===== config.mk =====
export PLATFORM = sky130hd
export DESIGN_NAME = adcsq_ctrl
export DESIGN_NICKNAME = d
export VERILOG_FILES = /design/src/hdl/adcsq_pkg.sv /design/src/hdl/adcsq_ctrl.sv
export SDC_FILE = /design/constraint.sdc
export NUM_CORES = 1
export LEC_CHECK = 0
export ABC_AREA = 1
export BUFFER_PORTS_ARGS = -buffer_cell sky130_fd_sc_hd__buf_2
export CAP_MARGIN = 40
export CORE_MARGIN = 4
export CORE_UTILIZATION = 54
export DETAILED_ROUTE_END_ITERATION = 8
export GPL_TIMING_DRIVEN = 0
export PLACE_DENSITY = 0.76
export SLEW_MARGIN = 10
export SYNTH_ARGS = -nofsm -noshare
export SYNTH_HDL_FRONTEND = slang
export SYNTH_SLANG_ARGS = --single-unit

===== constraint.sdc =====
create_clock -name aclk -period 1.93 [get_ports aclk]
set_input_delay 0.386 -clock aclk [delete_from_list [all_inputs] [get_ports aclk]]
set_output_delay 0.386 -clock aclk [all_outputs]
set_load 0.05 [all_outputs]

===== src/hdl/adcsq_pkg.sv =====
package adcsq_pkg;
   // Register byte offsets
   localparam logic [7:0] ADCSQ_CTRL_OFF = 8'h00;
   localparam logic [7:0] ADCSQ_STAT_OFF = 8'h04;
   localparam logic [7:0] ADCSQ_RES_BASE = 8'h40;
   localparam int ADCSQ_NUM_RES = 16;
   localparam int ADCSQ_NUM_CH = 16;
   // Control register field positions
   localparam int ADCSQ_CTL_START = 0;
   localparam int ADCSQ_CTL_RJ = 1;
   localparam int ADCSQ_CTL_RES_LO = 2;
   localparam int ADCSQ_CTL_FRZ_LO = 4;
   localparam int ADCSQ_CTL_FRZ_HI = 5;
   localparam int ADCSQ_CTL_LEN_LO = 8;
   localparam int ADCSQ_CTL_CH_LO = 12;
   localparam logic [31:0] ADCSQ_CTL_RST = 32'h0000_0000;
   // Resolution codes
   localparam logic [1:0] ADCSQ_RES8 = 2'h0;
   localparam logic [1:0] ADCSQ_RES10 = 2'h1;
   localparam logic [1:0] ADCSQ_RES12 = 2'h2;
   // Timing in clock cycles
   localparam int ADCSQ_SAMPLE_CYC = 4;
   localparam int ADCSQ_PWRUP_CYC = 2;
   // AXI responses
   localparam logic [1:0] ADCSQ_OKAY = 2'h0;
   localparam logic [1:0] ADCSQ_SLVERR = 2'h2;

   typedef enum {ADCSQ_IDLE, ADCSQ_PWRUP, ADCSQ_SAMPLE, ADCSQ_HOLD,
      ADCSQ_SAR, ADCSQ_STORE} adcsq_state_t;

   // Analog front end control bundle
   typedef struct packed {
      logic pwr_on;
      logic sample;
      logic [3:0] chan;
      logic [11:0] dac;
   } adcsq_afe_t;
endpackage


===== src/hdl/adcsq_ctrl.sv =====
// Notes on behaviour
// - Sequence length from code; zero means sixteen
// - Freeze with selection zero keeps converting
// - Freeze selection 10: finish conversion, then halt
// - 8-bit left: bits 11..4, low zeros
// - 8-bit right: bits 7..0, high zeros
// - 10-bit left: bits 11..2, low zeros
// - 10-bit right: bits 9..0, high zeros
// - 12-bit fills all twelve bits
// - One of sixteen channels to sample stage
// - Resolution selectable 8, 10 or 12
// - Binary search, one bit per step, MSB first
// - Converter powered only while converting
// - Sample connects input, hold disconnects it
//
// Our own choices: the AXI4-Lite slave port and the address map.
`timescale 1ns/1ps
module adcsq_ctrl
   import adcsq_pkg::*;
#(
   parameter int SAMPLE_CYC = ADCSQ_SAMPLE_CYC
)
(
   input wire logic aclk,
   input wire logic aresetn,
   input wire logic [7:0] s_axi_awaddr,
   input wire logic s_axi_awvalid,
   output logic s_axi_awready,
   input wire logic [31:0] s_axi_wdata,
   input wire logic [3:0] s_axi_wstrb,
   input wire logic s_axi_wvalid,
   output logic s_axi_wready,
   output logic [1:0] s_axi_bresp,
   output logic s_axi_bvalid,
   input wire logic s_axi_bready,
   input wire logic [7:0] s_axi_araddr,
   input wire logic s_axi_arvalid,
   output logic s_axi_arready,
   output logic [31:0] s_axi_rdata,
   output logic [1:0] s_axi_rresp,
   output logic s_axi_rvalid,
   input wire logic s_axi_rready,
   input wire logic debug_freeze,
   input wire logic comp_above,
   output adcsq_afe_t afe,
   output logic seq_done
);
   // Sample counter is eight bits; zero would leave sampling after one cycle, same as one
   if (SAMPLE_CYC < 1 || SAMPLE_CYC > 255)
      $error("SAMPLE_CYC out of range");

   // Left or right justification and padding of a raw SAR value
   function automatic logic [11:0] map_res(input logic [11:0] v,
      input logic [1:0] res, input logic rj);
      logic [11:0] o;
      o = v;
      if (res == ADCSQ_RES8)
         o = rj ? {4'h0, v[11:4]} : {v[11:4], 4'h0};
      else if (res == ADCSQ_RES10)
         o = rj ? {2'h0, v[11:2]} : {v[11:2], 2'h0};
      return o;
   endfunction

   function automatic logic [3:0] last_bit(input logic [1:0] res);
      logic [3:0] b;
      b = 4'h0;
      if (res == ADCSQ_RES8)
         b = 4'h4;
      else if (res == ADCSQ_RES10)
         b = 4'h2;
      return b;
   endfunction

   logic [31:0] ctrl_r, ctrl_nxt;
   logic [11:0] res_r [ADCSQ_NUM_RES];
   logic [11:0] res_nxt [ADCSQ_NUM_RES];
   adcsq_state_t st_r, st_nxt;
   logic [7:0] cnt_r, cnt_nxt;
   logic [3:0] bit_r, bit_nxt;
   logic [11:0] sar_r, sar_nxt;
   logic [4:0] conv_r, conv_nxt;
   logic [3:0] ch_r, ch_nxt;
   logic busy_r, busy_nxt;
   logic done_r, done_nxt;
   logic aw_r, aw_nxt, w_r, w_nxt;
   logic [7:0] awa_r, awa_nxt;
   logic [31:0] wd_r, wd_nxt;
   logic bv_r, bv_nxt, rv_r, rv_nxt;
   logic [1:0] bresp_r, bresp_nxt, rresp_r, rresp_nxt;
   logic [31:0] rdata_r, rdata_nxt;

   logic [1:0] res_sel;
   logic rj;
   logic [3:0] len_code;
   logic [4:0] seq_len;
   logic frz_halt;
   logic start_wr;

   assign res_sel = ctrl_r[ADCSQ_CTL_RES_LO +: 2];
   assign rj = ctrl_r[ADCSQ_CTL_RJ];
   assign len_code = ctrl_r[ADCSQ_CTL_LEN_LO +: 4];
   assign seq_len = (len_code == 4'h0) ? 5'h10 : {1'b0, len_code};
   // Only 10 stalls; 00 runs on, 01 reserved and treated as 00
   assign frz_halt = debug_freeze && ctrl_r[ADCSQ_CTL_FRZ_HI]
      && !ctrl_r[ADCSQ_CTL_FRZ_LO];

   // AXI handshakes: accept each channel once, answer after both
   assign s_axi_awready = !aw_r && !bv_r;
   assign s_axi_wready = !w_r && !bv_r;
   assign s_axi_arready = !rv_r;
   assign s_axi_bvalid = bv_r;
   assign s_axi_bresp = bresp_r;
   assign s_axi_rvalid = rv_r;
   assign s_axi_rresp = rresp_r;
   assign s_axi_rdata = rdata_r;
   assign seq_done = done_r;

   // Write decode and read mux
   always_comb
   begin
      logic [7:0] a;
      logic [31:0] d;
      a = 8'h00;
      d = 32'h0;
      aw_nxt = aw_r;
      w_nxt = w_r;
      awa_nxt = awa_r;
      wd_nxt = wd_r;
      bv_nxt = bv_r;
      bresp_nxt = bresp_r;
      rv_nxt = rv_r;
      rresp_nxt = rresp_r;
      rdata_nxt = rdata_r;
      ctrl_nxt = ctrl_r;
      start_wr = 1'b0;
      if (s_axi_awvalid && s_axi_awready)
      begin
         aw_nxt = 1'b1;
         awa_nxt = s_axi_awaddr;
      end
      if (s_axi_wvalid && s_axi_wready)
      begin
         w_nxt = 1'b1;
         wd_nxt = s_axi_wdata;
         for (int i = 0; i < 4; i++)
            if (s_axi_wstrb[i])
               wd_nxt[i*8 +: 8] = s_axi_wdata[i*8 +: 8];
            else
               wd_nxt[i*8 +: 8] = ctrl_r[i*8 +: 8];
      end
      if (aw_r && w_r)
      begin
         aw_nxt = 1'b0;
         w_nxt = 1'b0;
         bv_nxt = 1'b1;
         bresp_nxt = ADCSQ_OKAY;
         if (awa_r[7:2] == ADCSQ_CTRL_OFF[7:2])
         begin
            ctrl_nxt = wd_r;
            ctrl_nxt[ADCSQ_CTL_START] = 1'b0; // Start self-clears
            start_wr = wd_r[ADCSQ_CTL_START];
         end
         else if (awa_r[7:2] == ADCSQ_STAT_OFF[7:2]
            || awa_r[7:6] == ADCSQ_RES_BASE[7:6])
            bresp_nxt = ADCSQ_OKAY; // Read-only, write ignored
         else
            bresp_nxt = ADCSQ_SLVERR;
      end
      if (bv_r && s_axi_bready)
         bv_nxt = 1'b0;
      if (rv_r && s_axi_rready)
         rv_nxt = 1'b0;
      if (s_axi_arvalid && s_axi_arready)
      begin
         a = s_axi_araddr;
         rv_nxt = 1'b1;
         rresp_nxt = ADCSQ_OKAY;
         if (a[7:2] == ADCSQ_CTRL_OFF[7:2])
            d = ctrl_r;
         else if (a[7:2] == ADCSQ_STAT_OFF[7:2])
            d = {22'h0, conv_r, done_r, busy_r, frz_halt, 2'h0};
         else if (a[7:6] == ADCSQ_RES_BASE[7:6])
            d = {20'h0, res_r[a[5:2]]};
         else
            rresp_nxt = ADCSQ_SLVERR;
         rdata_nxt = d;
      end
   end

   // Conversion sequencer
   always_comb
   begin
      st_nxt = st_r;
      cnt_nxt = cnt_r;
      bit_nxt = bit_r;
      sar_nxt = sar_r;
      conv_nxt = conv_r;
      ch_nxt = ch_r;
      busy_nxt = busy_r;
      done_nxt = done_r;
      res_nxt = res_r;
      if (start_wr)
         done_nxt = 1'b0;
      case (st_r)
         ADCSQ_IDLE:
         begin
            if (start_wr)
            begin
               busy_nxt = 1'b1;
               conv_nxt = 5'h0;
               ch_nxt = ctrl_nxt[ADCSQ_CTL_CH_LO +: 4];
               cnt_nxt = 8'(ADCSQ_PWRUP_CYC);
               st_nxt = ADCSQ_PWRUP;
            end
         end
         ADCSQ_PWRUP:
         begin
            if (cnt_r <= 8'h1)
            begin
               cnt_nxt = 8'(SAMPLE_CYC);
               st_nxt = ADCSQ_SAMPLE;
            end
            else
               cnt_nxt = cnt_r - 8'h1;
         end
         ADCSQ_SAMPLE:
         begin
            // Freeze only acts between conversions
            if (frz_halt)
               st_nxt = ADCSQ_SAMPLE;
            else if (cnt_r <= 8'h1)
               st_nxt = ADCSQ_HOLD;
            else
               cnt_nxt = cnt_r - 8'h1;
         end
         ADCSQ_HOLD:
         begin
            bit_nxt = 4'hb;
            sar_nxt = 12'h800;
            st_nxt = ADCSQ_SAR;
         end
         ADCSQ_SAR:
         begin
            if (!comp_above)
               sar_nxt[bit_r] = 1'b0;
            if (bit_r != last_bit(res_sel))
            begin
               bit_nxt = bit_r - 4'h1;
               sar_nxt[bit_r - 4'h1] = 1'b1;
            end
            else
               st_nxt = ADCSQ_STORE;
         end
         ADCSQ_STORE:
         begin
            res_nxt[conv_r[3:0]] = map_res(sar_r, res_sel, rj);
            conv_nxt = conv_r + 5'h1;
            ch_nxt = ch_r + 4'h1;
            if (conv_r + 5'h1 == seq_len)
            begin
               busy_nxt = 1'b0;
               done_nxt = 1'b1;
               st_nxt = ADCSQ_IDLE;
            end
            else
            begin
               cnt_nxt = 8'(SAMPLE_CYC);
               st_nxt = ADCSQ_SAMPLE;
            end
         end
         default:
            st_nxt = ADCSQ_IDLE;
      endcase
   end

   // Front end drive: power only outside idle, one channel
   always_comb
   begin
      afe.pwr_on = (st_r != ADCSQ_IDLE);
      afe.sample = (st_r == ADCSQ_SAMPLE);
      afe.chan = ch_r;
      afe.dac = sar_r;
   end

   // State registers
   always_ff @(posedge aclk)
   begin
      if (!aresetn)
      begin
         ctrl_r <= ADCSQ_CTL_RST;
         st_r <= ADCSQ_IDLE;
         cnt_r <= 8'h0;
         bit_r <= 4'h0;
         sar_r <= 12'h000;
         conv_r <= 5'h0;
         ch_r <= 4'h0;
         busy_r <= 1'b0;
         done_r <= 1'b0;
         aw_r <= 1'b0;
         w_r <= 1'b0;
         awa_r <= 8'h00;
         wd_r <= 32'h0;
         bv_r <= 1'b0;
         rv_r <= 1'b0;
         bresp_r <= 2'h0;
         rresp_r <= 2'h0;
         rdata_r <= 32'h0;
         for (int i = 0; i < ADCSQ_NUM_RES; i++)
            res_r[i] <= 12'h000;
      end
      else
      begin
         ctrl_r <= ctrl_nxt;
         st_r <= st_nxt;
         cnt_r <= cnt_nxt;
         bit_r <= bit_nxt;
         sar_r <= sar_nxt;
         conv_r <= conv_nxt;
         ch_r <= ch_nxt;
         busy_r <= busy_nxt;
         done_r <= done_nxt;
         aw_r <= aw_nxt;
         w_r <= w_nxt;
         awa_r <= awa_nxt;
         wd_r <= wd_nxt;
         bv_r <= bv_nxt;
         rv_r <= rv_nxt;
         bresp_r <= bresp_nxt;
         rresp_r <= rresp_nxt;
         rdata_r <= rdata_nxt;
         res_r <= res_nxt;
      end
   end
endmodule


==> flow_metrics.tcl, run 1 <==
set metrics [dict create \
    setup_violations 1 \
    clkPwrFrac 0.451 \
    netlist_area_mm2 0.01497 \
    drv_slew 0 \
    p_sw_uw 3910 \
    p_leak_uw 0.007330 \
    vias_per_cell 6.000 \
    cts.sinks 337 \
    core_area_mm2 0.02710 \
    gr-total-overflow 0 \
    ys_warn_count 0 \
    final_common_cell "a21oi_1" \
    io_pins 121 \
    place_area_mm2 0.01599 \
    start_kind "flop" \
    finalHoldViolations 0 \
    critical_path_class "reg2out" \
    drive_above_1_share 0.1557 \
    ant_nets 0 \
    syn_avg_cell_area_um2 7.304 \
    timing.final.ws_setup_ns -0.02743 \
    dr.pass1.iters 6 \
    synth_edf_count 0 \
    ys_seq_elements 337 \
    worstPathRequired_ns 1.54 \
    nets 2292 \
    ys_async_sr_fraction 0 \
    rsz0062_at_grt "yes" \
    critPathArrivalTime_ns 1.57 \
    timing.critical_path.max_delay_family "simple AND/OR/NAND/NOR gates" \
    tightest_slew_ns 0.9745 \
    p_per_area_mw_per_mm2 874.2 \
    row_count 60 \
    drc 0 \
    hold_path_class "in2reg" \
    end_kind "primary output" \
    cts.clk_slew.worst_paths_ns 0.06 \
    regArea_mm2 0.006761 \
    mostFrequentLayoutCells "a21oi_1, o21ai_0, dfxtp_1" \
    wl_um 50920 \
    die_h_um 174.5 \
    final_cell_area_mm2 0.01770 \
    grt_pass1_wl_um 78010 \
    relSlewSlack 0.3503 \
    cts_tree "done" \
    wl_per_cell_um 19.48 \
    clockBufferDepth 3 \
    worstPathMaxFanout 6 \
    clk_latency_ns 0.53 \
    grtUsageTotal 0.3159 \
    syn_inst 2049 \
    clock_skew_ns 0.01694 \
    num_antenna_cells 0 \
    final_cells 2614 \
    period_needed_ns 1.957 \
    sequentialPowerShare 0.465 \
    vias 15680 \
    gp_congestion 0.9558 \
    crit_buf_inv 2 \
    swShare 0.2526 \
    cap_viol_max_count 0 \
    antenna_found_initial 0 \
    internal_power_uw 11570 \
    irDropWorstVdd_mv 0.5503 \
    place_inst 2531 \
    portBuffers 109 \
    synth_ff_type "dfxtp_1" \
    ys_types 41 \
    numCtsBuffers 36 \
    fp.dieW_um 174.5 \
    crit_path_top_delay_cell "dfxtp_1" \
    htree_levels 2 \
    timing.final.crit_share 1.014 \
    dieArea_mm2 0.03044 \
    grt_pass1_vias 14490 \
    dp_hpwl_um 35380 \
    initial_core_util 0.5523 \
    whs_ns 0.05063 \
    multiInputGateArea_mm2 0.007104 \
    drt_iter0_drc 1739 \
    slowest_delay_ns 0.35 \
    ctsRootBufferMaster "clkbuf_16" \
    worstPathCellList "nor2_1 > nand2_2 > inv_2 > buf_4" \
    power_frac_comb 0.084 \
    fmax_mhz 510.9 \
    grt_max_degree 14 \
    ys_seq_area_frac 0.4508 \
    status "finished, violations left" \
    fin_setup_tns_ns -0.02743 \
    area_delta_synth_final_pct 18.27 \
    fillers 2407 \
    violations "setup timing" \
]
## area by class of cell
| class | instances | area share |
|---|---|---|
| clock buffers | 54 | 0.06333 |
| clock inverters | 6 | 0.003746 |
| repair buffers | 132 | 0.04396 |
| well taps | 372 | 0.02629 |
| flip-flops and latches | 337 | 0.3820 |
| inverters | 173 | 0.03739 |
| plain buffers | 143 | 0.04198 |
| multi-input cells | 1397 | 0.4013 |
## path summary, 6_finish.rpt
kind | start | to | slack, ns | cells after the start
min | s_axi_bready | s_axi_bvalid | 0.05 | 2
max | st_r[2] | afe[16] | -0.03 | 4
max reg2reg | st_r[0] | res_r[94] | 0.03 | 10
min reg2reg | ctrl_r[28] | s_axi_rdata[28] | 0.46 | 2
## logic make-up (layout without fill, tap and decap cells)
logic type	count (synthesis)	after routing	share of synthesized area
adders and majority gates	11	11	0.009196
buffers and inverters	316	508	0.08736
other	1	2	0.0002506
AOI/OAI and AO/OA	785	785	0.2838
DFF	337	337	0.4508
xor gates and xnor gates	7	7	0.004096
and+or+nand+nor	592	592	0.1645
## power groups by stage
| stage | Combinational, uW | Clock, uW | Sequential (uW) |
|---|---|---|---|
| floorplan | 639 | 0 | 7490 |
| global route | 1390 | 7280 | 7210 |
| global placement | 1220 | 0 | 7340 |
| finish | 1300 | 6980 | 7190 |
| detailed placement | 1240 | 0 | 7340 |
| CTS | 1260 | 6990 | 7190 |
## worst reg2reg max path: stages (launching register included)
cell and delay, ns:
dfxtp_1 0.38, inv_1 0.09, nor2_4 0.12, inv_2 0.07
nor2_4 0.12, buf_12 0.12, nand2_2 0.16, nor2_4 0.21
clkbuf_4 0.24, nor2_1 0.07, a211oi_1 0.21
## timing repair
action | CTS | global route
gates resized for setup | 37 | 78
buffers inserted | 4 | 18
pin swaps | 2 | 14
endpoints found under the setup margin | 151 | 213
hold buffers | 0 | 0
cloned | 0 | 1
## sequential cells by signal, indices dropped and copies added (netlist names)
| register | flops |
|---|---|
| s_axi_rvalid | 1 |
| seq_done | 1 |
| s_axi_rresp | 1 |
| w_r | 1 |
| wd_r | 32 |
| s_axi_bresp | 1 |
| s_axi_rdata | 32 |
| bit_r | 4 |
| busy_r | 1 |
| aw_r | 1 |
| awa_r | 6 |
| st_r | 3 |
| conv_r | 5 |
| cnt_r | 8 |
| s_axi_bvalid | 1 |
| sar_r | 12 |
| ctrl_r | 31 |
| res_r | 192 |
| ch_r | 4 |
## per-stage QoR
| stage | util | setup WS (ns) | total power [uW] |
|---|---|---|---|
| floorplan | - | 0.08476 | 8128 |
| global placement | 0.5899 | -0.5180 | 8564 |
| CTS | 0.6383 | 0.0006566 | 15440 |
| finish | 0.6532 | -0.02743 | 15480 |
| global route | 0.6532 | -0.1027 | 15870 |
| detailed placement | 0.5899 | -0.5751 | 8586 |
## metal layers
metal | global-route usage | vias to the layer above | wire [um]
li1 | - | 7253 | -
met1 | 0.4087 | 7401 | 20240
met2 | 0.5053 | 863 | 23140
met3 | 0.07569 | 166 | 5322
met4 | 0.1363 | 0 | 2226
met5 | 0 | - | 0
## Yosys cell counts, drive strengths merged (4+ instances only)
cell | count | area (um^2)
o21ai | 361 | 1829
clkbuf | 88 | 335.3
a211oi | 10 | 80.07
a22oi | 18 | 135.1
nand3 | 75 | 375.4
a21oi | 360 | 1843
nor2 | 231 | 934.6
xnor2 | 4 | 35.03
nand2 | 261 | 999.7
o211ai | 20 | 155.1
inv | 170 | 640.6
ha | 11 | 137.6
buf | 55 | 320.3
dfxtp | 337 | 6746
a221oi | 11 | 166.4
nand4 | 20 | 125.1
Note: power is estimated with default switching activity, not from simulation.
==> run 2, diff against run 1 <==
BUFFER_PORTS_ARGS = default   (was -buffer_cell sky130_fd_sc_hd__buf_2)
CORE_UTILIZATION = 55   (was 54)
DONT_BUFFER_PORTS = 1   (was default)
PLACE_DENSITY = 0.73   (was 0.76)
==> run 2 against run 1 <==
The run now ends clean. Setup slack improved by 0.044 ns. Largest cell class unchanged. Critical path type is now reg2reg. Count of clock-buffer cells in the layout rose by 1. Utilization fell by 1.3 points.
==> flow_metrics.tcl, run 2 (same netlist as run 1, synthesis figures left out) <==
set metrics [dict create \
    hold_end "awa_r[3]" \
    crit_path_frequent_cell "a21oi_1" \
    timing.final.crit_share 0.9913 \
    grt_max_degree 14 \
    drv_slew 0 \
    dr.pass1.iters 7 \
    finalPower_uw 15250 \
    gr-total-overflow 0 \
    vias 14890 \
    hold_start "s_axi_awaddr[3]" \
    portBuffers 0 \
    crit_path_top_delay_cell "dfxtp_2" \
    status "complete, no violations" \
    holdPathStages 2 \
    fmax_mhz 522.7 \
    rsz0062_at_grt "yes" \
    initial_core_util 0.5569 \
    cts.sinks 337 \
    grt_pass1_wl_um 76140 \
    slowest_delay_ns 0.53 \
    p_per_area_mw_per_mm2 886.9 \
    ctsRootBufferMaster "clkbuf_16" \
    worstPathRequired_ns 2.34 \
    irDropWorstVdd_mv 0.7078 \
    setup_violations 0 \
    r2r_end "res_r[162]" \
    row_count 60 \
    fillers 2397 \
    whs_ns 0.02101 \
    ant_nets 0 \
    hold_path_class "in2reg" \
    core_area_mm2 0.02688 \
    sequentialPowerShare 0.483 \
    nets 2189 \
    swShare 0.2544 \
    clk_latency_ns 0.54 \
    dp_hpwl_um 34400 \
    cts.clk_slew.worst_paths_ns 0.06 \
    final_cell_area_mm2 0.01720 \
    final_common_cell "a21oi_1" \
    grtUsageTotal 0.3121 \
    htree_levels 2 \
    end_kind "flop" \
    regMostFlops "res_r" \
    finalHoldViolations 0 \
    p_leak_uw 0.006838 \
    r2r_cells 6 \
    drt_iter0_drc 1884 \
    clock_skew_ns 0.02301 \
    r2r-start "ctrl_r[3]" \
    rrSetupSlack_ns 0.02 \
    power_frac_comb 0.067 \
    clockBufferDepth 3 \
    fp.dieW_um 173.0 \
    vias_per_cell 6.000 \
    area_delta_synth_final_pct 14.90 \
    numCtsBuffers 37 \
    dieArea_mm2 0.02992 \
    io_pins 121 \
    start_kind "flop" \
    period_needed_ns 1.913 \
    mostFrequentLayoutCells "a21oi_1, o21ai_0, dfxtp_1" \
    wl_per_cell_um 20.06 \
    largest_reg_flops 192 \
    gp_congestion 0.9309 \
    relSlewSlack 0.3960 \
    cap_viol_max_count 0 \
    clkPwrFrac 0.450 \
    internal_power_uw 11370 \
    drc 0 \
    drive_above_1_share 0.1178 \
    grt_pass1_vias 13840 \
    p_sw_uw 3880 \
    antenna_found_initial 1 \
    tightest_slew_ns 0.9061 \
    worstPathCellList "inv_2 > nand2_1 > a21oi_1 > a211oi_4 > buf_4 > a21oi_1" \
    critical_path_class "reg2reg" \
    die_h_um 173.0 \
    place_area_mm2 0.01540 \
    worstPathMaxFanout 10 \
    cts_tree "done" \
    critPathArrivalTime_ns 2.32 \
    wl_um 49780 \
    startpoint "ctrl_r[3]" \
]
## run 2: changes by cell type in the layout (fill, tap and decap cells not counted), sizes merged
cell         before  now
clkinv            8    7
clkbuf          148  145
diode             0    1
bufinv            1    2
clkinvlp          0    1
dlygate4sd3       0    1
buf             181   80
## run 2: metal layers
layer | global-route usage | wire [um]
met1 | 0.4048 | 19320
met2 | 0.4966 | 22510
met3 | 0.08526 | 5825
met4 | 0.1254 | 2116
met5 | 0 | 13
## run 2: repair_timing
item | CTS | global route
cloned | 0 | 2
setup endpoints to repair | 232 | 242
hold buffers | 1 | 0
hold endpoints to repair | 1 | 0
buffers inserted | 5 | 20
gates resized for setup | 46 | 111
pin swaps | 4 | 10
## run 2: how the worst max path moves through the flow
stage | to | slack [ns]
after floorplan | s_axi_rdata[23] | 0.08
after global placement | s_axi_rdata[0] | -0.57
after detailed placement | s_axi_rresp[1] | -0.57
after CTS | res_r[118] | -0.02
after global routing | cnt_r[0] | -0.07
final | res_r[162] | 0.02
## run 2: final cells by class
type	count	area, um^2	share of cell area
Sequential cell	337	6771	0.3938
Buffer	143	763.2	0.04438
Timing Repair Buffer	28	271.5	0.01579
Clock inverter	7	92.59	0.005384
Clock buffer	55	1044	0.06068
Multi-Input combinational cell	1397	7152	0.4159
Tap cell	341	426.7	0.02481
Antenna cell	1	2.502	0.0001455
Inverter	173	673.1	0.03914
## run 2: critical path: cells and delay by family (launching register included)
kind / cells / cell delay [ns]
AO/OA/AOI/OAI: 3 / 0.63
flip-flops: 1 / 0.53
buffers and inverters: 2 / 0.46
AND/OR/NAND/NOR: 1 / 0.16
## run 2: per-stage QoR
| stage | cells | setup TNS (ns) | setup slack [ns] | util |
|---|---|---|---|---|
| CTS | 2459 | -0.07062 | -0.01625 | 0.6216 |
| floorplan | 2050 | 0 | 0.08476 | - |
| detailed placement | 2391 | -40.61 | -0.5739 | 0.5731 |
| global route | 2481 | -1.201 | -0.07328 | 0.6398 |
| finish | 2482 | 0 | 0.01669 | 0.6399 |
| global placement | 2391 | -35.45 | -0.5735 | 0.5731 |
## run 2: power by group through the flow
stage          registers [uW]  clock network [uW]  logic (uW)
4_1_cts                  7370                6870         964
3_5_place_dp             7520                   0         946
3_3_place_gp             7520                   0         931
6_report                 7370                6860        1020
2_1_floorplan            7490                   0         639
5_1_grt                  7390                7170        1100
